--- config.mk ---
export PLATFORM = sky130hd
export DESIGN_NAME = stc_timer
export DESIGN_NICKNAME = d
export VERILOG_FILES = /design/src/hdl/stc_pkg.sv /design/src/hdl/stc_timer.sv
export SDC_FILE = /design/constraint.sdc
export NUM_CORES = 1
export LEC_CHECK = 0
export ABC_CLOCK_PERIOD_IN_PS = 2380
export BUFFER_PORTS_ARGS = -buffer_cell sky130_fd_sc_hd__buf_2
export CAP_MARGIN = 5
export CORE_MARGIN = 2
export CORE_UTILIZATION = 59
export CTS_CLUSTER_DIAMETER = 80
export DETAILED_ROUTE_END_ITERATION = 8
export PLACE_DENSITY = 0.85
export RECOVER_POWER = 25
export SKIP_CTS_REPAIR_TIMING = 1
export SYNTH_ARGS = -nofsm -noshare
export SYNTH_HDL_FRONTEND = slang
export SYNTH_SLANG_ARGS = --single-unit
--- constraint.sdc ---
create_clock -name i_clk -period 2.38 [get_ports i_clk]
set_clock_uncertainty 0.1 [all_clocks]
set_input_delay 0.595 -clock i_clk [delete_from_list [all_inputs] [get_ports i_clk]]
set_output_delay 0.595 -clock i_clk [all_outputs]
set_load 0.1 [all_outputs]
--- src/hdl/stc_pkg.sv ---
// Purpose: Shared constants and types for the sixteen-bit timer/counter
// Assumes: Byte-wide register port with a three-bit word address
// Notes: Offsets, field positions, reset values and timing counts live here
package stc_pkg;

  // Register word addresses
  localparam logic [2:0] STC_ADDR_COUNT_LOW = 3'h0;
  localparam logic [2:0] STC_ADDR_COUNT_HIGH = 3'h1;
  localparam logic [2:0] STC_ADDR_CONTROL = 3'h2;
  localparam logic [2:0] STC_ADDR_FLAG = 3'h3;
  localparam logic [2:0] STC_ADDR_ENABLE = 3'h4;
  localparam logic [2:0] STC_ADDR_CMP_LOW = 3'h5;
  localparam logic [2:0] STC_ADDR_CMP_HIGH = 3'h6;
  localparam logic [2:0] STC_ADDR_CMP_MODE = 3'h7;

  // Control register field positions
  localparam int STC_BIT_RUN = 0;
  localparam int STC_BIT_SRC = 1;
  localparam int STC_BIT_SYNC_DIS = 2;
  localparam int STC_BIT_OSC_EN = 3;
  localparam int STC_BIT_PS_LO = 4;
  localparam int STC_BIT_WIDE = 7;

  // Reset values and implemented-bit masks
  localparam logic [7:0] STC_CONTROL_RESET = 8'h00;
  localparam logic [7:0] STC_CONTROL_MASK = 8'hBF;
  localparam logic [7:0] STC_CMP_MODE_MASK = 8'h1F;

  // Flag, enable and compare-mode fields
  localparam int STC_BIT_OVF = 0;
  localparam int STC_BIT_ADC_EN = 4;
  localparam logic [3:0] STC_MODE_SPECIAL = 4'hB;

  // Count limits
  localparam logic [15:0] STC_COUNT_MAX = 16'hFFFF;
  localparam logic [15:0] STC_COUNT_ZERO = 16'h0000;

  // Timing: system clock and instruction clock ratio
  localparam int STC_CLK_MHZ = 40;
  localparam int STC_INSTR_DIV = 4;

  // Control register layout
  typedef struct packed {
    logic wide_access_enable;
    logic reserved;
    logic [1:0] input_prescale_select;
    logic low_power_osc_enable;
    logic sync_disable;
    logic clock_source_select;
    logic counter_run;
  } stc_ctrl_t;

  // Software request carried as one bundle
  typedef struct packed {
    logic wr;
    logic rd;
    logic [2:0] addr;
    logic [7:0] wdata;
  } stc_req_t;

  // Operating mode decoded from source and sync bits
  typedef enum logic [1:0] {
    STC_TIMER,
    STC_SYNC_COUNTER,
    STC_ASYNC_COUNTER
  } stc_mode_t;

endpackage

--- src/hdl/stc_timer.sv ---
// Purpose: Sixteen-bit timer/counter with prescaler, overflow flag and compare trigger
// Assumes: All pin inputs synchronous to i_clk; i_clk is the system clock, i_osc_clk a counted source
// Notes: Count bytes are not reset; they hold whatever they had until written
//
// Notes on behaviour
// RULE1: External input synchronised unless sync disabled
// RULE2: Internal source ignores the sync bit
// RULE3: Source bit picks pin or instruction clock
// RULE4: Run bit counts or holds
// RULE5: Timer, sync and async counter modes
// RULE6: One step per tick or rising edge
// RULE7: Oscillator pins become inputs reading zero
// RULE8: Oscillator enable bit starts oscillator, survives sleep
// RULE9: Software waits for oscillator start-up
// RULE10: Count wraps at FFFF, sets overflow flag
// RULE11: Interrupt only while enable bit set
// RULE12: Mode 1011 match clears count, starts conversion
// RULE13: Trigger clear never sets overflow flag
// RULE14: Trigger clear only in synchronous modes
// RULE15: Software write beats trigger clear
// RULE16: Compare pair acts as count period
// RULE17: Wide mode low read latches high byte
// RULE18: Wide mode high write buffered, low write commits
// RULE19: Low write clears prescaler, high does not
// RULE20: Count bytes not reset; control resets zero
// RULE21: Prescale codes divide by 1, 2, 4, 8
// RULE22: Narrow mode bytes accessed directly
// RULE23: Two-flop synchroniser before edge detection
//
// The register addresses and the address-and-strobe port were decided locally.
`timescale 1ns/100ps
`default_nettype none

module stc_timer
  import stc_pkg::*;
#(
  parameter int INSTR_DIV = STC_INSTR_DIV,
  parameter int PRESCALE_W = 3
) (
  // Clock and reset
  input wire logic i_clk,
  input wire logic i_rst_b,
  // Register port
  input wire logic [2:0] i_addr,
  input wire logic [7:0] i_wdata,
  input wire logic i_wr,
  input wire logic i_rd,
  output logic [7:0] o_rdata,
  // Count inputs
  input wire logic i_ext_count_pin,
  input wire logic i_osc_clk,
  input wire logic i_sleep,
  // Oscillator pins shared with the port
  input wire logic [1:0] i_port_direction_reg,
  input wire logic [1:0] i_port_out,
  input wire logic [1:0] i_pin_in,
  output logic [1:0] o_pin_out,
  output logic [1:0] o_pin_oe,
  output logic [1:0] o_port_read,
  // Status and events
  output logic o_osc_run,
  output logic o_irq,
  output logic o_adc_start
);

  // Prescale code to terminal count, shared by tick and clear logic
  function automatic logic [PRESCALE_W-1:0] ps_limit(input logic [1:0] code);
    logic [PRESCALE_W-1:0] lim;
    lim = '0;
    case (code)
      2'h0: lim = PRESCALE_W'(0);
      2'h1: lim = PRESCALE_W'(1);
      2'h2: lim = PRESCALE_W'(3);
      default: lim = PRESCALE_W'(7);
    endcase
    return lim;
  endfunction

  // Reset release synchroniser
  logic rst_meta_ff;
  logic rst_sync_ff;
  always_ff @(posedge i_clk or negedge i_rst_b) begin
    if (!i_rst_b) begin
      rst_meta_ff <= 1'b0;
      rst_sync_ff <= 1'b0;
    end else begin
      rst_meta_ff <= 1'b1;
      rst_sync_ff <= rst_meta_ff;
    end
  end

  // Register storage
  stc_ctrl_t ctrl_ff;
  logic [15:0] count_ff;
  logic [15:0] nxt_count;
  logic [7:0] hbuf_ff;
  logic [7:0] nxt_hbuf;
  logic [15:0] cmp_ff;
  logic [7:0] cmp_mode_ff;
  logic ovf_flag_ff;
  logic nxt_ovf_flag;
  logic ovf_en_ff;
  logic [7:0] rdata_ff;
  logic [7:0] nxt_rdata;
  logic irq_ff;
  logic adc_start_ff;
  logic osc_run_ff;
  logic [1:0] pin_out_ff;
  logic [1:0] pin_oe_ff;
  logic [1:0] port_read_ff;

  // Request bundle
  stc_req_t req;
  assign req = '{wr: i_wr, rd: i_rd, addr: i_addr, wdata: i_wdata};

  // Address decode
  wire wr_low = req.wr && (req.addr == STC_ADDR_COUNT_LOW);
  wire wr_high = req.wr && (req.addr == STC_ADDR_COUNT_HIGH);
  wire wr_ctrl = req.wr && (req.addr == STC_ADDR_CONTROL);
  wire wr_flag = req.wr && (req.addr == STC_ADDR_FLAG);
  wire wr_en = req.wr && (req.addr == STC_ADDR_ENABLE);
  wire wr_cmp_lo = req.wr && (req.addr == STC_ADDR_CMP_LOW);
  wire wr_cmp_hi = req.wr && (req.addr == STC_ADDR_CMP_HIGH);
  wire wr_cmp_mode = req.wr && (req.addr == STC_ADDR_CMP_MODE);
  wire rd_low = req.rd && (req.addr == STC_ADDR_COUNT_LOW);
  wire wide = ctrl_ff.wide_access_enable;

  // Mode decode; the sync bit only matters with the external source
  // Synchronised counting costs two cycles of latency but rejects glitches
  stc_mode_t mode;
  // RULE5: mode selection
  // RULE2: sync ignored internally
  assign mode = !ctrl_ff.clock_source_select ? STC_TIMER :
                ctrl_ff.sync_disable ? STC_ASYNC_COUNTER : STC_SYNC_COUNTER;

  // Instruction clock enable, one pulse every INSTR_DIV cycles
  // Free-running from reset, so a start waits at most INSTR_DIV cycles for a tick
  logic [3:0] div_ff;
  wire div_wrap = (div_ff == 4'(INSTR_DIV - 1));
  always_ff @(posedge i_clk or negedge rst_sync_ff) begin
    if (!rst_sync_ff) begin
      div_ff <= 4'h0;
    end else begin
      div_ff <= div_wrap ? 4'h0 : div_ff + 4'h1;
    end
  end

  // External source: oscillator output when enabled, else the count pin
  wire ext_src = ctrl_ff.low_power_osc_enable ? i_osc_clk : i_ext_count_pin;

  // RULE23: synchroniser stage feeding only the second flop
  logic ext_meta_ff;
  logic ext_sync_ff;
  logic ext_prev_sync_ff;
  logic ext_prev_raw_ff;
  always_ff @(posedge i_clk or negedge rst_sync_ff) begin
    if (!rst_sync_ff) begin
      ext_meta_ff <= 1'b0;
      ext_sync_ff <= 1'b0;
      ext_prev_sync_ff <= 1'b0;
      ext_prev_raw_ff <= 1'b0;
    end else begin
      ext_meta_ff <= ext_src;
      ext_sync_ff <= ext_meta_ff;
      ext_prev_sync_ff <= ext_sync_ff;
      ext_prev_raw_ff <= ext_src;
    end
  end

  // Rising edges; the raw path saves two cycles of latency but sees glitches
  wire edge_sync = ext_sync_ff && !ext_prev_sync_ff;
  wire edge_raw = ext_src && !ext_prev_raw_ff;

  // RULE1: pick synchronised or raw edge
  // RULE3: pin edge or instruction tick
  // RULE6: one tick per edge or cycle
  logic src_tick;
  always_comb begin
    src_tick = 1'b0;
    case (mode)
      STC_TIMER: src_tick = div_wrap;
      STC_SYNC_COUNTER: src_tick = edge_sync;
      STC_ASYNC_COUNTER: src_tick = edge_raw;
      default: src_tick = 1'b0;
    endcase
  end

  // Apart from the clear on a low-byte write, the prescaler only moves while running, so a halt keeps its phase
  // RULE21: prescaler divides by 1, 2, 4 or 8
  logic [PRESCALE_W-1:0] ps_ff;
  wire [PRESCALE_W-1:0] ps_lim = ps_limit(ctrl_ff.input_prescale_select);
  wire ps_done = (ps_ff >= ps_lim);
  // RULE4: halted counter takes no steps
  wire step = ctrl_ff.counter_run && src_tick && ps_done;
  always_ff @(posedge i_clk or negedge rst_sync_ff) begin
    if (!rst_sync_ff) begin
      ps_ff <= '0;
    end else if (wr_low) begin
      // RULE19: low-byte write clears prescaler
      ps_ff <= '0;
    end else if (ctrl_ff.counter_run && src_tick) begin
      ps_ff <= ps_done ? '0 : ps_ff + PRESCALE_W'(1);
    end
  end

  // The trigger repeats each cycle the count sits on the compare value
  // Async mode never clears: the raw edge could race the clear
  // RULE12: special event on compare match
  // RULE16: compare pair sets the period
  // RULE14: no trigger clear in async mode
  wire special_mode = (cmp_mode_ff[3:0] == STC_MODE_SPECIAL);
  wire trig = special_mode && (count_ff == cmp_ff) && ctrl_ff.counter_run;
  wire trig_clear = trig && (mode != STC_ASYNC_COUNTER);

  // Count next value; writes first, then trigger clear, then step
  wire sw_write = wr_low || (wr_high && !wide);
  wire wrap = step && (count_ff == STC_COUNT_MAX) && !sw_write && !trig_clear;
  always_comb begin
    nxt_count = count_ff;
    if (wr_low && wide) begin
      // RULE18: commit buffered high with low
      nxt_count = {hbuf_ff, req.wdata};
    end else if (wr_low) begin
      // RULE22: direct low-byte write
      nxt_count = {count_ff[15:8], req.wdata};
    end else if (wr_high && !wide) begin
      // RULE22: direct high-byte write
      nxt_count = {req.wdata, count_ff[7:0]};
    end else if (trig_clear) begin
      // RULE15: clear only when no write
      nxt_count = STC_COUNT_ZERO;
    end else if (step) begin
      // RULE10: wraps from FFFF to zero
      nxt_count = count_ff + 16'h0001;
    end
  end

  // Power-on leaves the count unknown; software loads it before use
  // RULE20: count bytes carry no reset
  always_ff @(posedge i_clk) begin
    count_ff <= nxt_count;
  end

  // High byte buffer for wide access
  // Latching on the low read spares software a rollover check between bytes
  always_comb begin
    nxt_hbuf = hbuf_ff;
    if (rd_low && wide) begin
      // RULE17: low read latches high byte
      nxt_hbuf = count_ff[15:8];
    end else if (wr_high && wide) begin
      // RULE18: high write loads buffer only
      nxt_hbuf = req.wdata;
    end
  end

  always_ff @(posedge i_clk or negedge rst_sync_ff) begin
    if (!rst_sync_ff) begin
      hbuf_ff <= 8'h00;
    end else begin
      hbuf_ff <= nxt_hbuf;
    end
  end

  // Software may also set the flag by writing one, which helps test a handler
  // RULE10: wrap sets overflow flag, set beats clear
  // RULE13: trigger clear is not a wrap
  always_comb begin
    nxt_ovf_flag = ovf_flag_ff;
    if (wr_flag) begin
      nxt_ovf_flag = req.wdata[STC_BIT_OVF];
    end
    if (wrap) begin
      nxt_ovf_flag = 1'b1;
    end
  end

  // Control, flag, enable and compare registers
  always_ff @(posedge i_clk or negedge rst_sync_ff) begin
    if (!rst_sync_ff) begin
      ctrl_ff <= STC_CONTROL_RESET;
      ovf_flag_ff <= 1'b0;
      ovf_en_ff <= 1'b0;
      cmp_ff <= 16'h0000;
      cmp_mode_ff <= 8'h00;
    end else begin
      ovf_flag_ff <= nxt_ovf_flag;
      if (wr_ctrl) begin
        // RULE20: unimplemented bit stays zero
        ctrl_ff <= req.wdata & STC_CONTROL_MASK;
      end
      if (wr_en) begin
        ovf_en_ff <= req.wdata[STC_BIT_OVF];
      end
      if (wr_cmp_lo) begin
        cmp_ff[7:0] <= req.wdata;
      end
      if (wr_cmp_hi) begin
        cmp_ff[15:8] <= req.wdata;
      end
      if (wr_cmp_mode) begin
        cmp_mode_ff <= req.wdata & STC_CMP_MODE_MASK;
      end
    end
  end

  // Read mux; unmapped bits read zero
  // Data holds between reads, so a slow sampler needs no extra strobe
  always_comb begin
    nxt_rdata = rdata_ff;
    if (req.rd) begin
      case (req.addr)
        STC_ADDR_COUNT_LOW: nxt_rdata = count_ff[7:0];
        STC_ADDR_COUNT_HIGH: nxt_rdata = wide ? hbuf_ff : count_ff[15:8];
        STC_ADDR_CONTROL: nxt_rdata = ctrl_ff;
        STC_ADDR_FLAG: nxt_rdata = {7'h00, ovf_flag_ff};
        STC_ADDR_ENABLE: nxt_rdata = {7'h00, ovf_en_ff};
        STC_ADDR_CMP_LOW: nxt_rdata = cmp_ff[7:0];
        STC_ADDR_CMP_HIGH: nxt_rdata = cmp_ff[15:8];
        STC_ADDR_CMP_MODE: nxt_rdata = cmp_mode_ff;
        default: nxt_rdata = 8'h00;
      endcase
    end
  end

  // Pin control: oscillator forces inputs; direction bit 1 means input
  wire osc_en = ctrl_ff.low_power_osc_enable;
  // RULE7: pins input, reads zero
  // One slice per shared pin, so a third pin widens the loop bound and the two-bit pin vectors
  logic [1:0] nxt_pin_oe;
  logic [1:0] nxt_port_read;
  for (genvar p = 0; p < 2; p++) begin : g_pin
    assign nxt_pin_oe[p] = osc_en ? 1'b0 : ~i_port_direction_reg[p];
    assign nxt_port_read[p] = osc_en ? 1'b0 : i_pin_in[p];
  end

  // Output flops; the interrupt lags the flag by one cycle
  // Every output leaves a flop, so pin timing never depends on decode depth
  always_ff @(posedge i_clk or negedge rst_sync_ff) begin
    if (!rst_sync_ff) begin
      rdata_ff <= 8'h00;
      irq_ff <= 1'b0;
      adc_start_ff <= 1'b0;
      osc_run_ff <= 1'b0;
      pin_out_ff <= 2'h0;
      pin_oe_ff <= 2'h0;
      port_read_ff <= 2'h0;
    end else begin
      rdata_ff <= nxt_rdata;
      // RULE11: flag gated by enable
      irq_ff <= ovf_flag_ff && ovf_en_ff;
      // RULE12: conversion start when converter enabled
      adc_start_ff <= trig && cmp_mode_ff[STC_BIT_ADC_EN];
      // RULE8: oscillator ignores sleep
      osc_run_ff <= osc_en;
      pin_out_ff <= i_port_out;
      pin_oe_ff <= nxt_pin_oe;
      port_read_ff <= nxt_port_read;
    end
  end

  // Sleep does not touch this block: the oscillator and counter keep going
  wire unused_sleep = i_sleep;

  assign o_rdata = rdata_ff;
  assign o_irq = irq_ff;
  assign o_adc_start = adc_start_ff;
  assign o_osc_run = osc_run_ff;
  assign o_pin_out = pin_out_ff;
  assign o_pin_oe = pin_oe_ff;
  assign o_port_read = port_read_ff;

endmodule

`default_nettype wire

Yosys cells after proc, flatten, opt, wreduce, memory -nomap -nowiden
Cells that the tools add are included.
{ "word_totals": {"register_bits": 83, "inputBits": 24, "out_inout_bits": 17, "wordCells": 117} }
{ "classes": {"addsub": 3, "magnitude_cmp": 1, "eq_ne": 18, "n_mux": 24, "bitwise": 2, "reduce_logical": 41} }
{ "op_table": {"columns": ["op", "count"], "rows": [
  ["16-bit two-way mux", 5],
  ["8-bit case mux with 8 select lines", 1],
  ["1-bit logical AND", 25],
  ["8-bit two-way mux", 3],
  ["16-bit by 1-bit adder with 16-bit output, second input constant", 1],
  ["16-bit equality test", 1],
  ["16-bit equality test, second input constant", 1],
  ["3-bit equality test, second input constant", 4],
  ["3-bit two-way mux", 3],
  ["3-bit case mux with 3 select lines", 1],
  ["4-bit nonzero test", 2],
  ["1-bit two-way mux", 7],
  ["3-bit by 2-bit equality test with 1-bit output, second input constant", 2],
  ["2-bit nonzero test", 3],
  ["1-bit zero test", 5],
  ["4-bit by 1-bit adder with 4-bit output, second input constant", 1],
  ["2-bit by 1-bit equality test with 1-bit output, second input constant", 2],
  ["2-bit equality test, second input constant", 2],
  ["4-bit by 2-bit equality test with 1-bit output, second input constant", 1],
  ["4-bit equality test, second input constant", 1],
  ["2-bit zero test", 2],
  ["2-bit two-way mux", 2],
  ["4-bit two-way mux", 1],
  ["2-bit AND reduction", 2],
  ["other kinds (10)", 11]
]} }

Logic depth before layout (Yosys ltp)
{ "depth": {"ltp_word": 11, "ltp_mapped": 7, "depth_no_buf": 7} }

Least setup slack after synthesis
OpenSTA, ideal clock, no wires.
{ "synth_timing": {"path_type": "register to register", "startpoint": "reg ctrl_ff[5] in the netlist's numbering", "endpoint": "reg count_ff[10], enable pin", "setup_ns": 0.378, "arrival_time_ns": 1.919, "required_time_ns": 1.902, "slack_ns": -0.017, "path_stages_with_launch": 7, "n_path_buf": 0, "synth_period_minus_slack_ns": 2.397, "path_cell_list": "dfrtp_1 -> or2_2 -> ha_1 -> nor2b_1 -> o21ai_0 -> nand2b_1 -> a32oi_1"} }
{ "synth_between": {"elab_chain_len": 6, "word_cells_on_any_way": 8, "cone_classes": "order compare: 1; eq/ne: 2; mux: 1; reduce/logical: 4"} }
{ "synth_rtl": {"columns": ["element", "line", "text"], "rows": [
  ["start: declaration", "stc_timer.sv:93", "stc_ctrl_t ctrl_ff;"],
  ["start signal: assignment", "stc_timer.sv:290", "ctrl_ff <= req.wdata & STC_CONTROL_MASK;"],
  ["2-bit equality test (tied with other cells)", "stc_timer.sv:70", "case (code)"],
  ["3-bit case mux with 3 select lines *", "stc_timer.sv:70", null],
  ["3-bit greater-or-equal comparator *", "stc_timer.sv:192", "wire ps_done = (ps_ff >= ps_lim);"],
  ["1-bit logical AND *", "stc_timer.sv:194", "wire step = ctrl_ff.counter_run && src_tick && ps_done;"],
  ["4-bit nonzero test (no line) *", null, null],
  ["2-bit AND reduction (no line) *", null, null],
  ["end signal: assignment", "stc_timer.sv:241", "count_ff <= nxt_count;"],
  ["end: declaration", "stc_timer.sv:94", "logic [15:0] count_ff;"]
]} }
Every way passes the cells marked *; elsewhere a longest branch is shown, timed or not.
A chain may end at the register's enable or synchronous reset.

Final worst setup path
{ "layout_timing": {"startpoint": "reg ctrl_ff[5] in the netlist's numbering", "endpoint": "reg count_ff[9], enable pin"} }
Same word-level chain as after synthesis.

==> out/qor.txt <==
vias in the first global route: 3617
Worst Hold Depth: 1
Ys Warns: 0
Post-synth EDFFs: 16
unique cell type count in the Yosys netlist: 57
DRC Markers: 0
Critical Path RT: 2350 ps
via count: 3752
GP Congestion: 0.9588
CTS Buf Count: 9
final hold slack: 232.4 ps
area grow syn2layout: 16.71%
area leader, netlist: dfrtp_1
H-Tree Depth: 3
endpoints failing hold: 0
max_cap viols: 0
Synth Area in Adders: 0.01717
initial DRC count: 490
Root Driver: clkbuf_8
Final Max Slew Viols: 0
VDD IR max: 0.4469 mV
Syn Inst Count: 416
Max Clock Freq: 437.1 MHz
largest net degree at the start of global routing: 32
Die Footprint: 0.008116 sq mm
max_slew headroom: 0.3735
Async S/R FF share, synth: 0.8072
Final HPWL DP: 8.325 mm
total congestion overflow: 0
largest family of logic cells by synthesized area: simple AND/OR/NAND/NOR gates
RSZ-0062 raised after global routing: false
PD cells: 877.4 mW/mm^2
top post-synthesis cells by count: dfrtp_1, nand2_1, mux2_2, inv_1, o21ai_0
die width: 90.09 microns
Post-Synth XOR/XNOR Area: 0.05207
Post-Syn Area: 0.004373 sq mm
cell area after layout: 0.005104 sq mm
Core Util, Final: 0.7074
minimum clock period: 2288 ps
final setup fails: 0
period utilization: 0.9613
wire per inst: 19.48 microns
Total Routing Usage GR: 0.2957
# port buffers: 39
Synth Net Count: 446
drt via density: 6.403
final net count: 512
CP endpoint kind: flip-flop
CTS sink count: 83
area fraction in compound gates after synthesis: 0.1565
fill cell total of the finished layout: 533
placed cell area: 0.004883 sq mm
clk_lat worst skew: 360 ps
worst-margin pin slew: 939.7 ps
R2R cell count: 7
first-pass GRT wire length: 18.71 mm
post-synthesis mux area share: 0.08469
post-synthesis sequential area ratio: 0.4933
DIE HEIGHT: 90.09 microns
n_diodes: 0
area share of and/or/nand/nor cells after synthesis: 0.1577
Worst Path Arrival: 2260 ps
row count: 31
I/O Pins: 41
critical setup path kind: reg2reg
synth top area cells: dfrtp_1, edfxtp_1, mux2_2
Setup crit start kind: flip-flop
Core Footprint: 0.007214 sq mm
most common cell in the netlist: dfrtp_1
Starting Density: 0.6061
initial antenna violation count: 0
Synth Area per Inst: 10.51 sq um
ys flop type: dfrtp_1
Sum Neg Setup Slack: 0 ps
layout cell share with drive strength beyond 1: 0.2752
CTS tree: done
Leak: 2.213 nW
Yosys top cell area share: 0.3834
total wire length: 11.42 mm
Hold Path Class: in2reg
Clock Tree Buf Depth: 2
worst-path fanout max: 8
#FFs+latches synth: 83
first-pass detailed-route iteration total: 6
Antenna Nets Post-Route: 0
Worst-path clk slew: 90 ps
status: finished clean
==> logic make-up (layout without fill, tap and decap cells) <==
family,Yosys count,count (layout)
AOI/OAI and AO/OA,97,97
xor gates and xnor gates,26,26
adders and majority gates,6,6
other,1,1
DFF,83,83
buffers and inverters,39,110
muxes,33,33
and+or+nand+nor,131,131
==> stage by stage <==
stage | worst slack (ps) | total power [mW] | cells
floorplan | -17.00 | 2.881 | 416
global placement | 129.8 | 3.256 | 569
detailed placement | 132.0 | 3.306 | 569
CTS | 104.6 | 4.474 | 585
global route | 16.20 | 4.688 | 586
finish | 92.15 | 4.478 | 586
==> final timing paths <==
| kind | start | to | slack, ps |
|---|---|---|---|
| max reg2reg | ctrl_ff[5] | count_ff[9] | 90 |
| min reg2reg | rst_meta_ff | rst_sync_ff | 260 |
| min | i_port_out[1] | o_pin_out[1] | 230 |
| max in group asynchronous | rst_sync_ff | hbuf_ff[6] | 570 |
| min in group asynchronous | rst_sync_ff | o_pin_out[0] | 290 |
| max | ctrl_ff[5] | count_ff[9] | 90 |
==> layout make-up <==
| cell class | count | area, sq um | area share |
|---|---|---|---|
| flip-flops and latches | 83 | 2157 | 0.4227 |
| multi-input cells | 294 | 2052 | 0.4021 |
| repair buffers | 74 | 465.4 | 0.09120 |
| clock buffers | 9 | 123.9 | 0.02427 |
| well taps | 99 | 123.9 | 0.02427 |
| clock inverters | 7 | 106.4 | 0.02084 |
| inverters | 20 | 75.07 | 0.01471 |
==> per-layer routing <==
layer	vias to the layer above	track usage	wire [microns]	part of all wire
li1	1636	-	-	-
met1	1811	0.3884	4465	0.39
met2	255	0.4674	5316	0.47
met3	50	0.06538	1185	0.10
met4	0	0.1436	448	0.039
met5	-	0	0	0
==> cell usage in the layout, fill, tap and decap left out, types with 7 or more instances in the layout <==
master     n
dfrtp_1   67
nand2_1   45
buf_2     38
buf_4     31
mux2_2    28
inv_1     20
o21ai_0   20
nor2_1    19
a21oi_1   17
xor2_1    16
a22oi_1   16
edfxtp_1  16
nand3_1   11
xnor2_1   10
nor2b_1    9
clkbuf_8   9
nand4_1    7
o21ai_2    7
==> power breakdown <==
part           internal (mW)  switching, mW  total (mW)  leakage [nW]
Combinational          0.483          0.831        1.31          1.12
Sequential              1.73          0.266        2.00         0.978
Clock                  0.611          0.556        1.17         0.117
Total                   2.83           1.65        4.48          2.21
==> registers in the layout, summed over array words and instances (netlist names), 2 cells and up <==
register,cells
div_ff,4
count_ff,16
cmp_mode_ff,5
ctrl_ff,5
ps_ff,3
o_port_read,2
o_rdata,8
cmp_ff,16
o_pin_oe,2
hbuf_ff,8
o_pin_out,2
==> critical path, cell delays in order, from the launching register on <==
cell and delay [ps]:
dfrtp_1 400, or2_2 300, ha_1 270, nor2b_1 40, o21ai_0 250, nand2b_1 190
a32oi_1 230, buf_4 210
No activity file was read; power rests on OpenSTA's default activity.
